## src/ipw_pkg.sv

```systemverilog
// Package for the indexed-port watchdog: port addresses, index map, fields, timing.
// Assumes a 25 MHz system clock.
package ipw_pkg;
    localparam logic [7:0]  IDX_PORT_ADDR     = 8'h2e;
    localparam logic [7:0]  DATA_PORT_ADDR    = 8'h2f;
    localparam logic [7:0]  UNLOCK_KEY        = 8'h87;
    localparam logic [7:0]  LOCK_KEY          = 8'haa;
    localparam logic [7:0]  LDEV_SELECT_IDX   = 8'h07;
    localparam logic [7:0]  FUNC_ACTIVATE_IDX = 8'h30;
    localparam logic [7:0]  COUNT_UNIT_IDX    = 8'hf5;
    localparam logic [7:0]  TIMEOUT_COUNT_IDX = 8'hf6;
    localparam logic [7:0]  WDT_CTRL_IDX      = 8'hf7;
    localparam logic [7:0]  WDT_LDEV_NUM      = 8'h08;
    localparam int          ACTIVATE_BIT      = 0;
    localparam int          UNIT_MINUTE_BIT   = 3;
    localparam int          UNIT_FAST_BIT     = 4;
    localparam int          KBD_RELOAD_BIT    = 6;
    localparam int          FORCE_TIMEOUT_BIT = 5;
    localparam int          TIMEOUT_STAT_BIT  = 4;
    localparam logic [7:0]  RESET_BYTE        = 8'h00;
    localparam int          CLOCK_HZ          = 25000000;
    localparam int          MS_TIME_US        = 1000;
    localparam int          CYCLES_PER_MS     = CLOCK_HZ / 1000000 * MS_TIME_US;
    localparam int          MS_PER_SECOND     = 1000;
    localparam int          SECONDS_PER_MIN   = 60;
    localparam int          FAST_FACTOR       = 1000;
endpackage

```

## src/ipw_tick_div.sv

```systemverilog
// Divider producing a one-cycle enable pulse every DIV_COUNT enables.
// Assumes pulse_in is synchronous to clock_in.
`timescale 1ns/100ps
module ipw_tick_div #(
    parameter int DIV_COUNT = 1000
) (
    input  wire logic clock_in,  // System clock
    input  wire logic rstn_in,   // Synchronous reset, low
    input  wire logic clear_in,  // Restart phase
    input  wire logic pulse_in,  // Input enable
    output logic      tick_out   // One-cycle output enable
);
    localparam int W = (DIV_COUNT > 1) ? $clog2(DIV_COUNT) : 1;
    logic [W-1:0] count;
    logic [W-1:0] next_count;
    logic         next_tick;

    // Refused at elaboration: a divider below one cannot count
    if (DIV_COUNT < 1)
    begin
        $error("DIV_COUNT must be at least 1");
    end

    always_comb
    begin
        next_count = count;
        next_tick  = 1'b0;
        if (clear_in)
            next_count = '0;
        else if (pulse_in)
        begin
            if (count == W'(DIV_COUNT - 1))
            begin
                next_count = '0;
                next_tick  = 1'b1;
            end
            else
                next_count = count + W'(1);
        end
    end

    always_ff @(posedge clock_in)
    begin
        if (!rstn_in)
        begin
            count    <= '0;
            tick_out <= 1'b0;
        end
        else
        begin
            count    <= next_count;
            tick_out <= next_tick;
        end
    end
endmodule

```

## src/ipw_timebase.sv

```systemverilog
// Time base: chains dividers into ms, s and min ticks and picks the unit.
// Assumes one clock; all outputs are one-cycle enables on clock_in.
`timescale 1ns/100ps
module ipw_timebase
    import ipw_pkg::*;
#(
    parameter int MS_CYCLES = CYCLES_PER_MS
) (
    input  wire logic clock_in,  // System clock
    input  wire logic rstn_in,   // Synchronous reset, low
    input  wire logic clear_in,  // Restart all phases
    input  wire logic minute_in, // Unit is minutes
    input  wire logic fast_in,   // 1000 times faster
    output logic      tick_out   // Selected unit tick
);
    logic ms_tick;
    logic sec_tick;
    logic min_tick;
    logic milli_min_tick;

    ipw_tick_div #(.DIV_COUNT(MS_CYCLES)) u_ms (
        .clock_in (clock_in),
        .rstn_in  (rstn_in),
        .clear_in (clear_in),
        .pulse_in (1'b1),
        .tick_out (ms_tick)
    );
    ipw_tick_div #(.DIV_COUNT(MS_PER_SECOND)) u_sec (
        .clock_in (clock_in),
        .rstn_in  (rstn_in),
        .clear_in (clear_in),
        .pulse_in (ms_tick),
        .tick_out (sec_tick)
    );
    ipw_tick_div #(.DIV_COUNT(SECONDS_PER_MIN)) u_min (
        .clock_in (clock_in),
        .rstn_in  (rstn_in),
        .clear_in (clear_in),
        .pulse_in (sec_tick),
        .tick_out (min_tick)
    );
    // Thousandth of a minute is 60 ms
    ipw_tick_div #(.DIV_COUNT(SECONDS_PER_MIN)) u_mmin (
        .clock_in (clock_in),
        .rstn_in  (rstn_in),
        .clear_in (clear_in),
        .pulse_in (ms_tick),
        .tick_out (milli_min_tick)
    );

    always_comb
    begin
        case ({minute_in, fast_in})
            2'b00:   tick_out = sec_tick;
            2'b01:   tick_out = ms_tick;
            2'b10:   tick_out = min_tick;
            default: tick_out = milli_min_tick;
        endcase
    end
endmodule

```

## src/ipw_watchdog.sv

```systemverilog
// Indexed-port watchdog timer: index/data I/O decode, config lock, countdown.
// Assumes I/O strobes are one-cycle pulses synchronous to clock_in; kbd pin is async.
// Contract
// Decode an index port and a data port reaching the last indexed register.
// Host writes the index before every data port access.
// Two successive 87 hex index writes unlock the configuration space.
// Writing 08 to index 07 selects the watchdog register set.
// Writing bit 0 of index 30 enables the watchdog.
// Watchdog is disabled after reset until software enables it.
// Unit register bit 3 chooses seconds (0, default) or minutes (1).
// Unit register bit 4 makes counting 1000 times faster.
// Count value zero stops the timer; zero after reset.
// Count 01 to FF sets timeout length in selected units.
// Expiry without refresh raises the timeout output.
// Each count register write restarts countdown from the new value.
// Control bit 6 lets keyboard activity reload the timer.
// Control bit 5 write forces timeout at once and self-clears; the logic forces it only while the watchdog is enabled (index 30 bit 0).
// Control bit 4 reads one once timeout has been reached.
// Writing AA hex to the index port locks configuration again.
// Data writes are ignored while configuration is locked.
// Enabled nonzero count decrements per tick; zero signals timeout.
`timescale 1ns/100ps
module ipw_watchdog
    import ipw_pkg::*;
#(
    parameter int MS_CYCLES = CYCLES_PER_MS
) (
    input  wire logic       clock_in,     // System clock, 25 MHz
    input  wire logic       rstn_in,      // Synchronous reset, low
    input  wire logic [7:0] io_addr_in,   // I/O port address
    input  wire logic [7:0] io_wdata_in,  // I/O write data
    input  wire logic       io_wr_in,     // I/O write strobe, one cycle
    input  wire logic       io_rd_in,     // I/O read strobe, one cycle
    input  wire logic       kbd_act_in,   // Keyboard activity, async level
    output logic [7:0]      io_rdata_out, // I/O read data, registered
    output logic            io_rvld_out,  // Read data valid, one cycle
    output logic            timeout_out   // Timeout reset/interrupt level
);
    import ipw_pkg::*;

    // Refused at elaboration: the millisecond divider needs one cycle at least
    if (MS_CYCLES < 1)
    begin
        $error("MS_CYCLES must be at least 1");
    end

    typedef enum logic [1:0] {LOCKED, KEY_ONE, UNLOCKED} ipw_lock_t;

    ipw_lock_t  lock_state;
    ipw_lock_t  next_lock_state;
    logic [7:0] index;
    logic [7:0] next_index;
    logic [7:0] ldev;
    logic [7:0] next_ldev;
    logic       active;
    logic       next_active;
    logic [7:0] unit_cfg;
    logic [7:0] next_unit_cfg;
    logic [7:0] count_reload;
    logic [7:0] next_count_reload;
    logic [7:0] count;
    logic [7:0] next_count;
    logic       kbd_en;
    logic       next_kbd_en;
    logic       timed_out;
    logic       next_timed_out;
    logic [7:0] rdata;
    logic [7:0] next_rdata;
    logic       rvld;
    logic       next_rvld;
    logic       kbd_sync1;
    logic       kbd_sync2;
    logic       kbd_prev;
    logic       unit_tick;
    logic       restart;

    wire idx_wr  = io_wr_in && (io_addr_in == IDX_PORT_ADDR);
    wire data_wr = io_wr_in && (io_addr_in == DATA_PORT_ADDR);
    wire data_rd = io_rd_in && (io_addr_in == DATA_PORT_ADDR);
    wire cfg_open = (lock_state == UNLOCKED);
    wire wdt_sel  = (ldev == WDT_LDEV_NUM);
    // Locked space drops writes so stray traffic on the port cannot arm it
    wire wr_ok    = data_wr && cfg_open;
    wire wr_wdt   = wr_ok && wdt_sel;
    wire kbd_edge = kbd_sync2 && !kbd_prev;
    wire count_wr = wr_wdt && (index == TIMEOUT_COUNT_IDX);
    wire ctrl_wr  = wr_wdt && (index == WDT_CTRL_IDX);
    wire force_to = ctrl_wr && io_wdata_in[FORCE_TIMEOUT_BIT];
    wire expiring = active && (count == 8'h01) && unit_tick;

    // Restarting phase on reload makes the first unit a full unit
    assign restart = count_wr || (kbd_en && kbd_edge);

    ipw_timebase #(.MS_CYCLES(MS_CYCLES)) u_timebase (
        .clock_in  (clock_in),
        .rstn_in   (rstn_in),
        .clear_in  (restart),
        .minute_in (unit_cfg[UNIT_MINUTE_BIT]),
        .fast_in   (unit_cfg[UNIT_FAST_BIT]),
        .tick_out  (unit_tick)
    );

    // Lock sequencer
    always_comb
    begin
        next_lock_state = lock_state;
        next_index      = index;
        if (idx_wr)
        begin
            if (io_wdata_in == LOCK_KEY)
                next_lock_state = LOCKED;
            else
            begin
                case (lock_state)
                    LOCKED:
                        next_lock_state = (io_wdata_in == UNLOCK_KEY) ? KEY_ONE : LOCKED;
                    KEY_ONE:
                        next_lock_state = (io_wdata_in == UNLOCK_KEY) ? UNLOCKED : LOCKED;
                    default:
                        next_lock_state = UNLOCKED;
                endcase
                if (lock_state == UNLOCKED)
                    next_index = io_wdata_in;
            end
        end
    end

    // Configuration registers
    always_comb
    begin
        next_ldev         = ldev;
        next_active       = active;
        next_unit_cfg     = unit_cfg;
        next_count_reload = count_reload;
        next_kbd_en       = kbd_en;
        if (wr_ok && index == LDEV_SELECT_IDX)
            next_ldev = io_wdata_in;
        if (wr_wdt)
        begin
            if (index == FUNC_ACTIVATE_IDX)
                next_active = io_wdata_in[ACTIVATE_BIT];
            else if (index == COUNT_UNIT_IDX)
                next_unit_cfg = io_wdata_in;
            else if (index == TIMEOUT_COUNT_IDX)
                next_count_reload = io_wdata_in;
            else if (index == WDT_CTRL_IDX)
                next_kbd_en = io_wdata_in[KBD_RELOAD_BIT];
        end
    end

    // Countdown and timeout status
    always_comb
    begin
        next_count     = count;
        next_timed_out = timed_out;
        if (count_wr)
        begin
            next_count = io_wdata_in;
            // Expiry in the same cycle keeps its status: set wins
            if (io_wdata_in != 8'h00)
                next_timed_out = expiring;
        end
        else if (kbd_en && kbd_edge && active)
            next_count = count_reload;
        else if (active && count != 8'h00 && unit_tick)
        begin
            next_count = count - 8'h01;
            if (count == 8'h01)
                next_timed_out = 1'b1;
        end
        // Zero count holds, so the timer is stopped
        // Status clears only via a nonzero count write; a control write leaves it
        if (force_to && active)
            next_timed_out = 1'b1;
    end

    // Read path
    always_comb
    begin
        next_rdata = RESET_BYTE;
        next_rvld  = 1'b0;
        if (io_rd_in && io_addr_in == IDX_PORT_ADDR)
        begin
            next_rvld  = 1'b1;
            next_rdata = cfg_open ? index : RESET_BYTE;
        end
        else if (data_rd)
        begin
            next_rvld = 1'b1;
            if (cfg_open && index == LDEV_SELECT_IDX)
                next_rdata = ldev;
            else if (cfg_open && wdt_sel)
            begin
                if (index == FUNC_ACTIVATE_IDX)
                    next_rdata = {7'h00, active};
                else if (index == COUNT_UNIT_IDX)
                    next_rdata = unit_cfg;
                else if (index == TIMEOUT_COUNT_IDX)
                    next_rdata = count;
                else if (index == WDT_CTRL_IDX)
                begin
                    next_rdata = RESET_BYTE;
                    next_rdata[KBD_RELOAD_BIT]   = kbd_en;
                    next_rdata[TIMEOUT_STAT_BIT] = timed_out;
                end
            end
        end
    end

    always_ff @(posedge clock_in)
    begin
        if (!rstn_in)
        begin
            lock_state   <= LOCKED;
            index        <= RESET_BYTE;
            ldev         <= RESET_BYTE;
            active       <= 1'b0;
            unit_cfg     <= RESET_BYTE;
            count_reload <= RESET_BYTE;
            count        <= RESET_BYTE;
            kbd_en       <= 1'b0;
            timed_out    <= 1'b0;
            rdata        <= RESET_BYTE;
            rvld         <= 1'b0;
            kbd_sync1    <= 1'b0;
            kbd_sync2    <= 1'b0;
            kbd_prev     <= 1'b0;
        end
        else
        begin
            lock_state   <= next_lock_state;
            index        <= next_index;
            ldev         <= next_ldev;
            active       <= next_active;
            unit_cfg     <= next_unit_cfg;
            count_reload <= next_count_reload;
            count        <= next_count;
            kbd_en       <= next_kbd_en;
            timed_out    <= next_timed_out;
            rdata        <= next_rdata;
            rvld         <= next_rvld;
            kbd_sync1    <= kbd_act_in;
            kbd_sync2    <= kbd_sync1;
            kbd_prev     <= kbd_sync2;
        end
    end

    assign io_rdata_out = rdata;
    assign io_rvld_out  = rvld;
    assign timeout_out  = timed_out;
endmodule

```

## config.mk

```make
export PLATFORM = sky130hd
export DESIGN_NAME = ipw_watchdog
export DESIGN_NICKNAME = d
export VERILOG_FILES = /design/src/ipw_pkg.sv /design/src/ipw_tick_div.sv /design/src/ipw_timebase.sv /design/src/ipw_watchdog.sv
export SDC_FILE = /design/constraint.sdc
export NUM_CORES = 1
export LEC_CHECK = 0
export BUFFER_PORTS_ARGS = -buffer_cell sky130_fd_sc_hd__buf_2
export CORE_MARGIN = 2
export CORE_UTILIZATION = 30
export CTS_CLUSTER_DIAMETER = 30
export CTS_CLUSTER_SIZE = 8
export DETAILED_ROUTE_END_ITERATION = 16
export GPL_TIMING_DRIVEN = 0
export SYNTH_ARGS = -nofsm -noshare
export SYNTH_HDL_FRONTEND = slang
export SYNTH_HIERARCHICAL = 1
export SYNTH_SLANG_ARGS = --single-unit
export TNS_END_PERCENT = 20
```

## constraint.sdc

```tcl
create_clock -name clock_in -period 5.8 [get_ports clock_in]
set_input_delay 0.87 -clock clock_in [delete_from_list [all_inputs] [get_ports clock_in]]
set_output_delay 0.87 -clock clock_in [all_outputs]
set_load 0.05 [all_outputs]
```

# ---- Word level (Yosys, flattened, before mapping)
# Cells that the tools add are included.
dict set report totals {
  register_bits 98
  latch_bits 0
  ram_bits 0
  mem_bits_ro 0
  inputBits 21
  out_inout_bits 10
  n_memories 0
}
dict set report op_classes {
  add_sub_neg 5
  n_mul 0
  n_div 0
  n_lt_le_gt_ge 0
  eq_ne 21
  n_shift 0
  mux 32
  n_bitwise 7
  n_reduce_logical 39
}
# cell n
set op_table {}
lappend op_table {{2-to-1 mux 8 bit} 11}
lappend op_table {{== test 8 bit, second input constant} 5}
lappend op_table {{== test 8 x 6 -> 1 bit, second input constant} 3}
lappend op_table {{logical AND 1 bit} 20}
lappend op_table {{nonzero test 8 bit} 2}
lappend op_table {{adder 15 x 1 -> 15 bit, second input constant} 1}
lappend op_table {{== test 15 bit, second input constant} 1}
lappend op_table {{2-to-1 mux 1 bit} 13}
lappend op_table {{adder 6 x 1 -> 6 bit, second input constant} 2}
lappend op_table {{== test 6 bit, second input constant} 2}
lappend op_table {{2-to-1 mux 6 bit} 2}
lappend op_table {{adder 10 x 1 -> 10 bit, second input constant} 1}
lappend op_table {{== test 10 bit, second input constant} 1}
lappend op_table {{2-to-1 mux 10 bit} 1}
lappend op_table {{nonzero test 3 bit} 3}
lappend op_table {{OR reduction 3 bit} 3}
lappend op_table {{== test 8 x 1 -> 1 bit, second input constant} 1}
lappend op_table {{== test 8 x 3 -> 1 bit, second input constant} 1}
lappend op_table {{== test 8 x 4 -> 1 bit, second input constant} 1}
lappend op_table {{AND reduction 4 bit} 2}
lappend op_table {{subtractor 8 x 1 -> 8 bit, second input constant} 1}
lappend op_table {{2-to-1 mux 7 bit} 1}
lappend op_table {{inverter 1 bit} 7}
lappend op_table {{AND reduction 3 bit} 2}
lappend op_table {{other kinds (13)} 17}

# ---- Depth between registers and ports, before layout
dict set report depth {
  depth_word 9
  ltp_mapped 8
  ltp_nobuf 7
}

# ---- Cells and area by module
# Netlist, hierarchy kept.
# mod instances cells_per_inst area_per_inst_um2 seq_area_each_um2
set modules_own_cells {}
lappend modules_own_cells {ipw_watchdog 1 320 2889.0 1141.1}
lappend modules_own_cells {{ipw_tick_div (u_timebase.u_ms)} 1 79 777.0 320.3}
lappend modules_own_cells {{ipw_tick_div (u_timebase.u_min ...)} 2 34 314.1 140.1}
lappend modules_own_cells {{ipw_tick_div (u_timebase.u_sec)} 1 53 491.7 220.2}
lappend modules_own_cells {ipw_timebase 1 2 26.3 0.0}

# ---- Least setup slack after synthesis
# OpenSTA, ideal clock, no wires.
dict set report synth_timing {
  kind {in2reg}
  start {input io_addr_in[4]}
  end {register u_timebase.u_sec.count[0]}
  arrival_ns 2.554
  required_time_ns 5.683
  path_slack_ns 3.130
  cell_stages 8
  path_cell_list {nor4b_2 and4_1 buf_2 nand4_1 o21ai_0 nand2b_1 nand2b_2 nor2_1}
}
dict set report synth_via {
  elab_chain_len 7
}
# element line_no
set synth_lines {}
lappend synth_lines {{start: declaration} ipw_watchdog.sv:30} ;# input wire logic [7:0] io_addr_in,
lappend synth_lines {{== test 8 x 6 -> 1 bit} ipw_watchdog.sv:78} ;# wire data_wr = io_wr_in && (io_addr_in == DATA_PORT_ADDR);
lappend synth_lines {{logical AND 1 bit} ipw_watchdog.sv:78}
lappend synth_lines {{logical AND 1 bit} ipw_watchdog.sv:83} ;# wire wr_ok = data_wr && cfg_open;
lappend synth_lines {{logical AND 1 bit} ipw_watchdog.sv:84} ;# wire wr_wdt = wr_ok && wdt_sel;
lappend synth_lines {{logical AND 1 bit} ipw_watchdog.sv:86} ;# wire count_wr = wr_wdt && (index == TIMEOUT_COUNT_IDX);
lappend synth_lines {{logical OR 1 bit} ipw_watchdog.sv:92} ;# assign restart = count_wr || (kbd_en && kbd_edge);
lappend synth_lines {{named net restart} ipw_watchdog.sv:75} ;# logic restart;
lappend synth_lines {{OR reduction 2 bit (no line)} -}
lappend synth_lines {{end signal: assignment} ipw_tick_div.sv:51} ;# count <= next_count;
lappend synth_lines {{end: declaration} ipw_tick_div.sv:14} ;# logic [W-1:0] count;
# The timed path passes the listed nets, and every way through them passes these cells.
# A chain may end at the register's enable or synchronous reset.

# ---- Final worst setup path
# Ends and elaborated chain as after synthesis.

==> impl_summary.txt <==
----------------------------------------------------
[Floorplan]
  Starting density of the core ... 30.5%
  Height of the chip ... 131 um
  Num rows ... 46
  Core region area ... 15800 um2
  Io pins ... 31
  X dimension of the die ... 131 um
  Die Footprint ... 17100 um2

[Route]
  Total iterations of the first detailed-routing run ... 4
  DRT antenna net count ... 0
  Wirelength per Cell ... 14.6 um
  Via Count ... 3939
  DRC violation count after routing ... 0
  Total Routed Length ... 11500 um
  Violation count after the first detailed-route iteration ... 240
  Number of vias per cell after detailed routing ... 5.01

[Layout]
  Fraction of final layout cells with drive strength greater than 1 ... 16.3%
  Number of fill cells ... 1670
  Nets@finish ... 593
  N_diodes ... 0
  Area occupied by multi-input gates ... 2680 um2
  Sequential cell area ... 1960 um2
  Area growth from synthesis to layout ... 15.0%

[Clocking]
  Setup fix buffers added after clock tree synthesis ... 0
  H-Tree Level Count ... 3
  Number of buffers added by the clock tree synthesis step ... 9
  Clock transition at the registers of the reported paths ... 60 ps
  CTS root buffer ... sky130_fd_sc_hd__clkbuf_16
  Count of cells resized by post-cts repair ... 0
  Buffers from clock root to sink, at most ... 2
  Clock tree from TritonCTS ... built
  Clock latency on the worst-skew pair ... 340 ps
  Number of sinks driven by the clock tree ... 98
  Hold bufs inserted after CTS ... 0

[Pwr]
  Total power density per cell area ... 238 nW/um2
  Power consumption ... approximately 1.3 mW
  Worst-case vdd ir drop ... approximately 0.15 mV
  Leakage power ... 2.12 nW

[Worst setup path]
  Worst EP required ... 6030 ps
  Sum of buffers and inverters on the critical path ... 2
  CP startpoint kind ... input port
  CP max FO ... 8
  Critical path data arrival time ... 3170 ps
  Critical path's most frequent cell ... sky130_fd_sc_hd__buf_2
  Kind of capture point of the worst setup path ... flop
  Critical setup path kind ... input port to flop
  Critical Path Slowest Stage Cell ... sky130_fd_sc_hd__nor4b_2
  Highest cell delay on the worst timing path ... 430 ps
  Category of cells accounting for the largest share of critical-path delay ... simple AND/OR/NAND/NOR gates
  Series of cell instances along the critical path ... buf_2 -> nor4b_2 -> and4_1 -> buf_2 -> nand4_1 -> o21ai_0 -> nand2b_1 -> nand2b_2 -> nor2_1

[STA]
  Final setup violation count ... 0
  Final setup skew ... 7.39 ps
  Share of the clock period used by the worst path after layout ... 50.7%
  Worst Tran Pin Value ... 674 ps
  Final worst path period need ... 2940 ps
  Fmax achieved ... 340 MHz
  Number of pins exceeding their max-slew limit in the final report ... 0
  Final hold violation count ... 0
  RSZ-0062 raised after global routing ... no
  Remaining max-slew budget at the tightest pin ... 54.7%
  Sum of negative setup slack ... 0 ps

[Global routing]
  Global-route usage over all layers ... 14.0%
  First-pass GRT wire length ... 18800 um
  Largest net degree at the start of global routing ... 16
  Via count of the first global-routing pass ... 3854
  Global route overflow ... 0
  Initial antenna violation count ... 0

[Synth]
  Netlist cell types ... 73
  #FFs+latches synth ... 98
  Proportion of synthesized flip-flops having asynchronous set or reset ... 0%
  Post-synthesis cell count ... 522
  Dominant synthesized flop cell ... sky130_fd_sc_hd__dfxtp_1
  Average footprint of a synthesized cell ... roughly 9.2 um2
  Number of synthesis warnings ... 6
  Post-synth EDFFs ... 0
  Synth Cell Area ... about 4800 um2
  Share of the yosys chip area belonging to registers ... 40.8%

[Placed design]
  Final weighted congestion of routability-driven global placement ... 0.890
  HPWL after DPL ... between 8000 and 9000 um
  Port Buffers ... 27

[Run status]
  Outcome ... finished clean

[Worst hold path]
  Worst min path class ... flop to flop

[Run]
  Max-capacitance violation count ... 0

----------------------------------------------------
## layer usage
metal	vias up	global-route usage [%]	wire length (um)
li1	1956	-	-
met2	85	24.1	5570
met5	-	0	0
met3	19	2.97	587
met1	1879	17.5	5110
met4	0	4.57	220
## per-stage QoR
step / setup WS, ps / std cells / utilization, % / hold WS (ps) / cell area (um2)
final: 2860 / 786 / 35.1 / 450 / 5530
after global routing: 2580 / 786 / 35.1 / 472 / 5530
after CTS: 2820 / 786 / 35.1 / 453 / 5530
after detailed placement: 2460 / 770 / 33.2 / 441 / 5240
after global placement: 2510 / 770 / 33.2 / 431 / 5240
after floorplan: 3130 / 527 / - / 412 / 4830
## flip-flops by register name (all words and copies together), names as in the netlist, 2 cells and up
name and flops:
u_timebase/u_ms/count 15, u_timebase/u_sec/count 10, count 8, count_reload 8
index 8, io_rdata_out 8, ldev 8, unit_cfg 8
u_timebase/u_min/count 6, u_timebase/u_mmin/count 6, lock_state 2
## final timing paths
| path | slack, ps | start | depth (start not counted) | endpoint |
|---|---|---|---|---|
| worst min register to register | 450 | kbd_sync1$_SDFF_PN0_ | 1 | kbd_sync2$_SDFF_PN0_ |
| worst max-delay path | 2860 | io_addr_in[4] | 9 | u_timebase/u_sec/count[0]$_SDFFE_PP0P_ |
| worst max register to register | 3210 | ldev[1]$_SDFFE_PN0P_ | 8 | u_timebase/u_sec/count[0]$_SDFFE_PP0P_ |
| worst min-delay path | 450 | kbd_sync1$_SDFF_PN0_ | 1 | kbd_sync2$_SDFF_PN0_ |
## worst reg2reg max path, cell delays in order (launching register included)
cell and delay [ps]:
sky130_fd_sc_hd__dfxtp_1 330, sky130_fd_sc_hd__nor4b_1 420, sky130_fd_sc_hd__and3_1 220, sky130_fd_sc_hd__buf_2 190
sky130_fd_sc_hd__nand4_1 330, sky130_fd_sc_hd__o21ai_0 400, sky130_fd_sc_hd__nand2b_1 290, sky130_fd_sc_hd__nand2b_2 240
sky130_fd_sc_hd__nor2_1 70
## layout make-up
type	instances	area share, %
Multi-Input combinational cell	398	48.5
Sequential cell	98	35.5
Tap cell	216	4.88
Clock buffer	12	4.45
Buffer	23	2.80
Timing Repair Buffer	27	2.44
Clock inverter	4	0.927
Inverter	8	0.565
## Yosys cell counts, drive strengths merged (9+ instances only)
cell,number,area share (%)
dfxtp,98,41
nor3,10,1.0
nor2,77,6.2
nand4,21,3.7
mux2i,27,5.6
clkbuf,9,0.70
xnor2,22,4.0
xor2,11,2.0
nor4,14,3.0
buf,12,1.7
nand3,23,2.6
a21oi,33,3.6
nand2,46,3.6
## kinds of logic after synthesis
group           share of synthesized area, %
flops                                   40.8
simple gates                            28.7
fa+ha+maj                               1.82
buf+inv                                 3.87
compound gates                          12.0
other cells                           0.0779
mux                                     6.79
xor+xnor                                6.01
## power breakdown
group	switching, mW	leakage [nW]	internal, mW
Sequential	0.00256	0.790	0.675
Combinational	0.0290	1.19	0.0126
Clock	0.250	0.143	0.347
## placed cells by master, fill, tap and decap left out, types with 5 or more instances in the layout
master and count:
sky130_fd_sc_hd__nor2b_1 5, sky130_fd_sc_hd__nor2_1 73, sky130_fd_sc_hd__and4_1 5, sky130_fd_sc_hd__a22o_1 7, sky130_fd_sc_hd__nand4_1 15, sky130_fd_sc_hd__xnor2_1 22, sky130_fd_sc_hd__ha_1 7, sky130_fd_sc_hd__clkbuf_16 9
sky130_fd_sc_hd__buf_2 34, sky130_fd_sc_hd__o211ai_1 5, sky130_fd_sc_hd__a21oi_1 31, sky130_fd_sc_hd__dfxtp_1 98, sky130_fd_sc_hd__a22oi_1 6, sky130_fd_sc_hd__nand4_2 5, sky130_fd_sc_hd__inv_1 7, sky130_fd_sc_hd__mux2i_1 27
sky130_fd_sc_hd__conb_1 6, sky130_fd_sc_hd__and2_1 7, sky130_fd_sc_hd__xor2_1 11, sky130_fd_sc_hd__nor4_1 8, sky130_fd_sc_hd__nor3_1 10, sky130_fd_sc_hd__nand2_1 46, sky130_fd_sc_hd__nand3_1 21, sky130_fd_sc_hd__clkbuf_1 11
(Power assumes the default switching activity.)
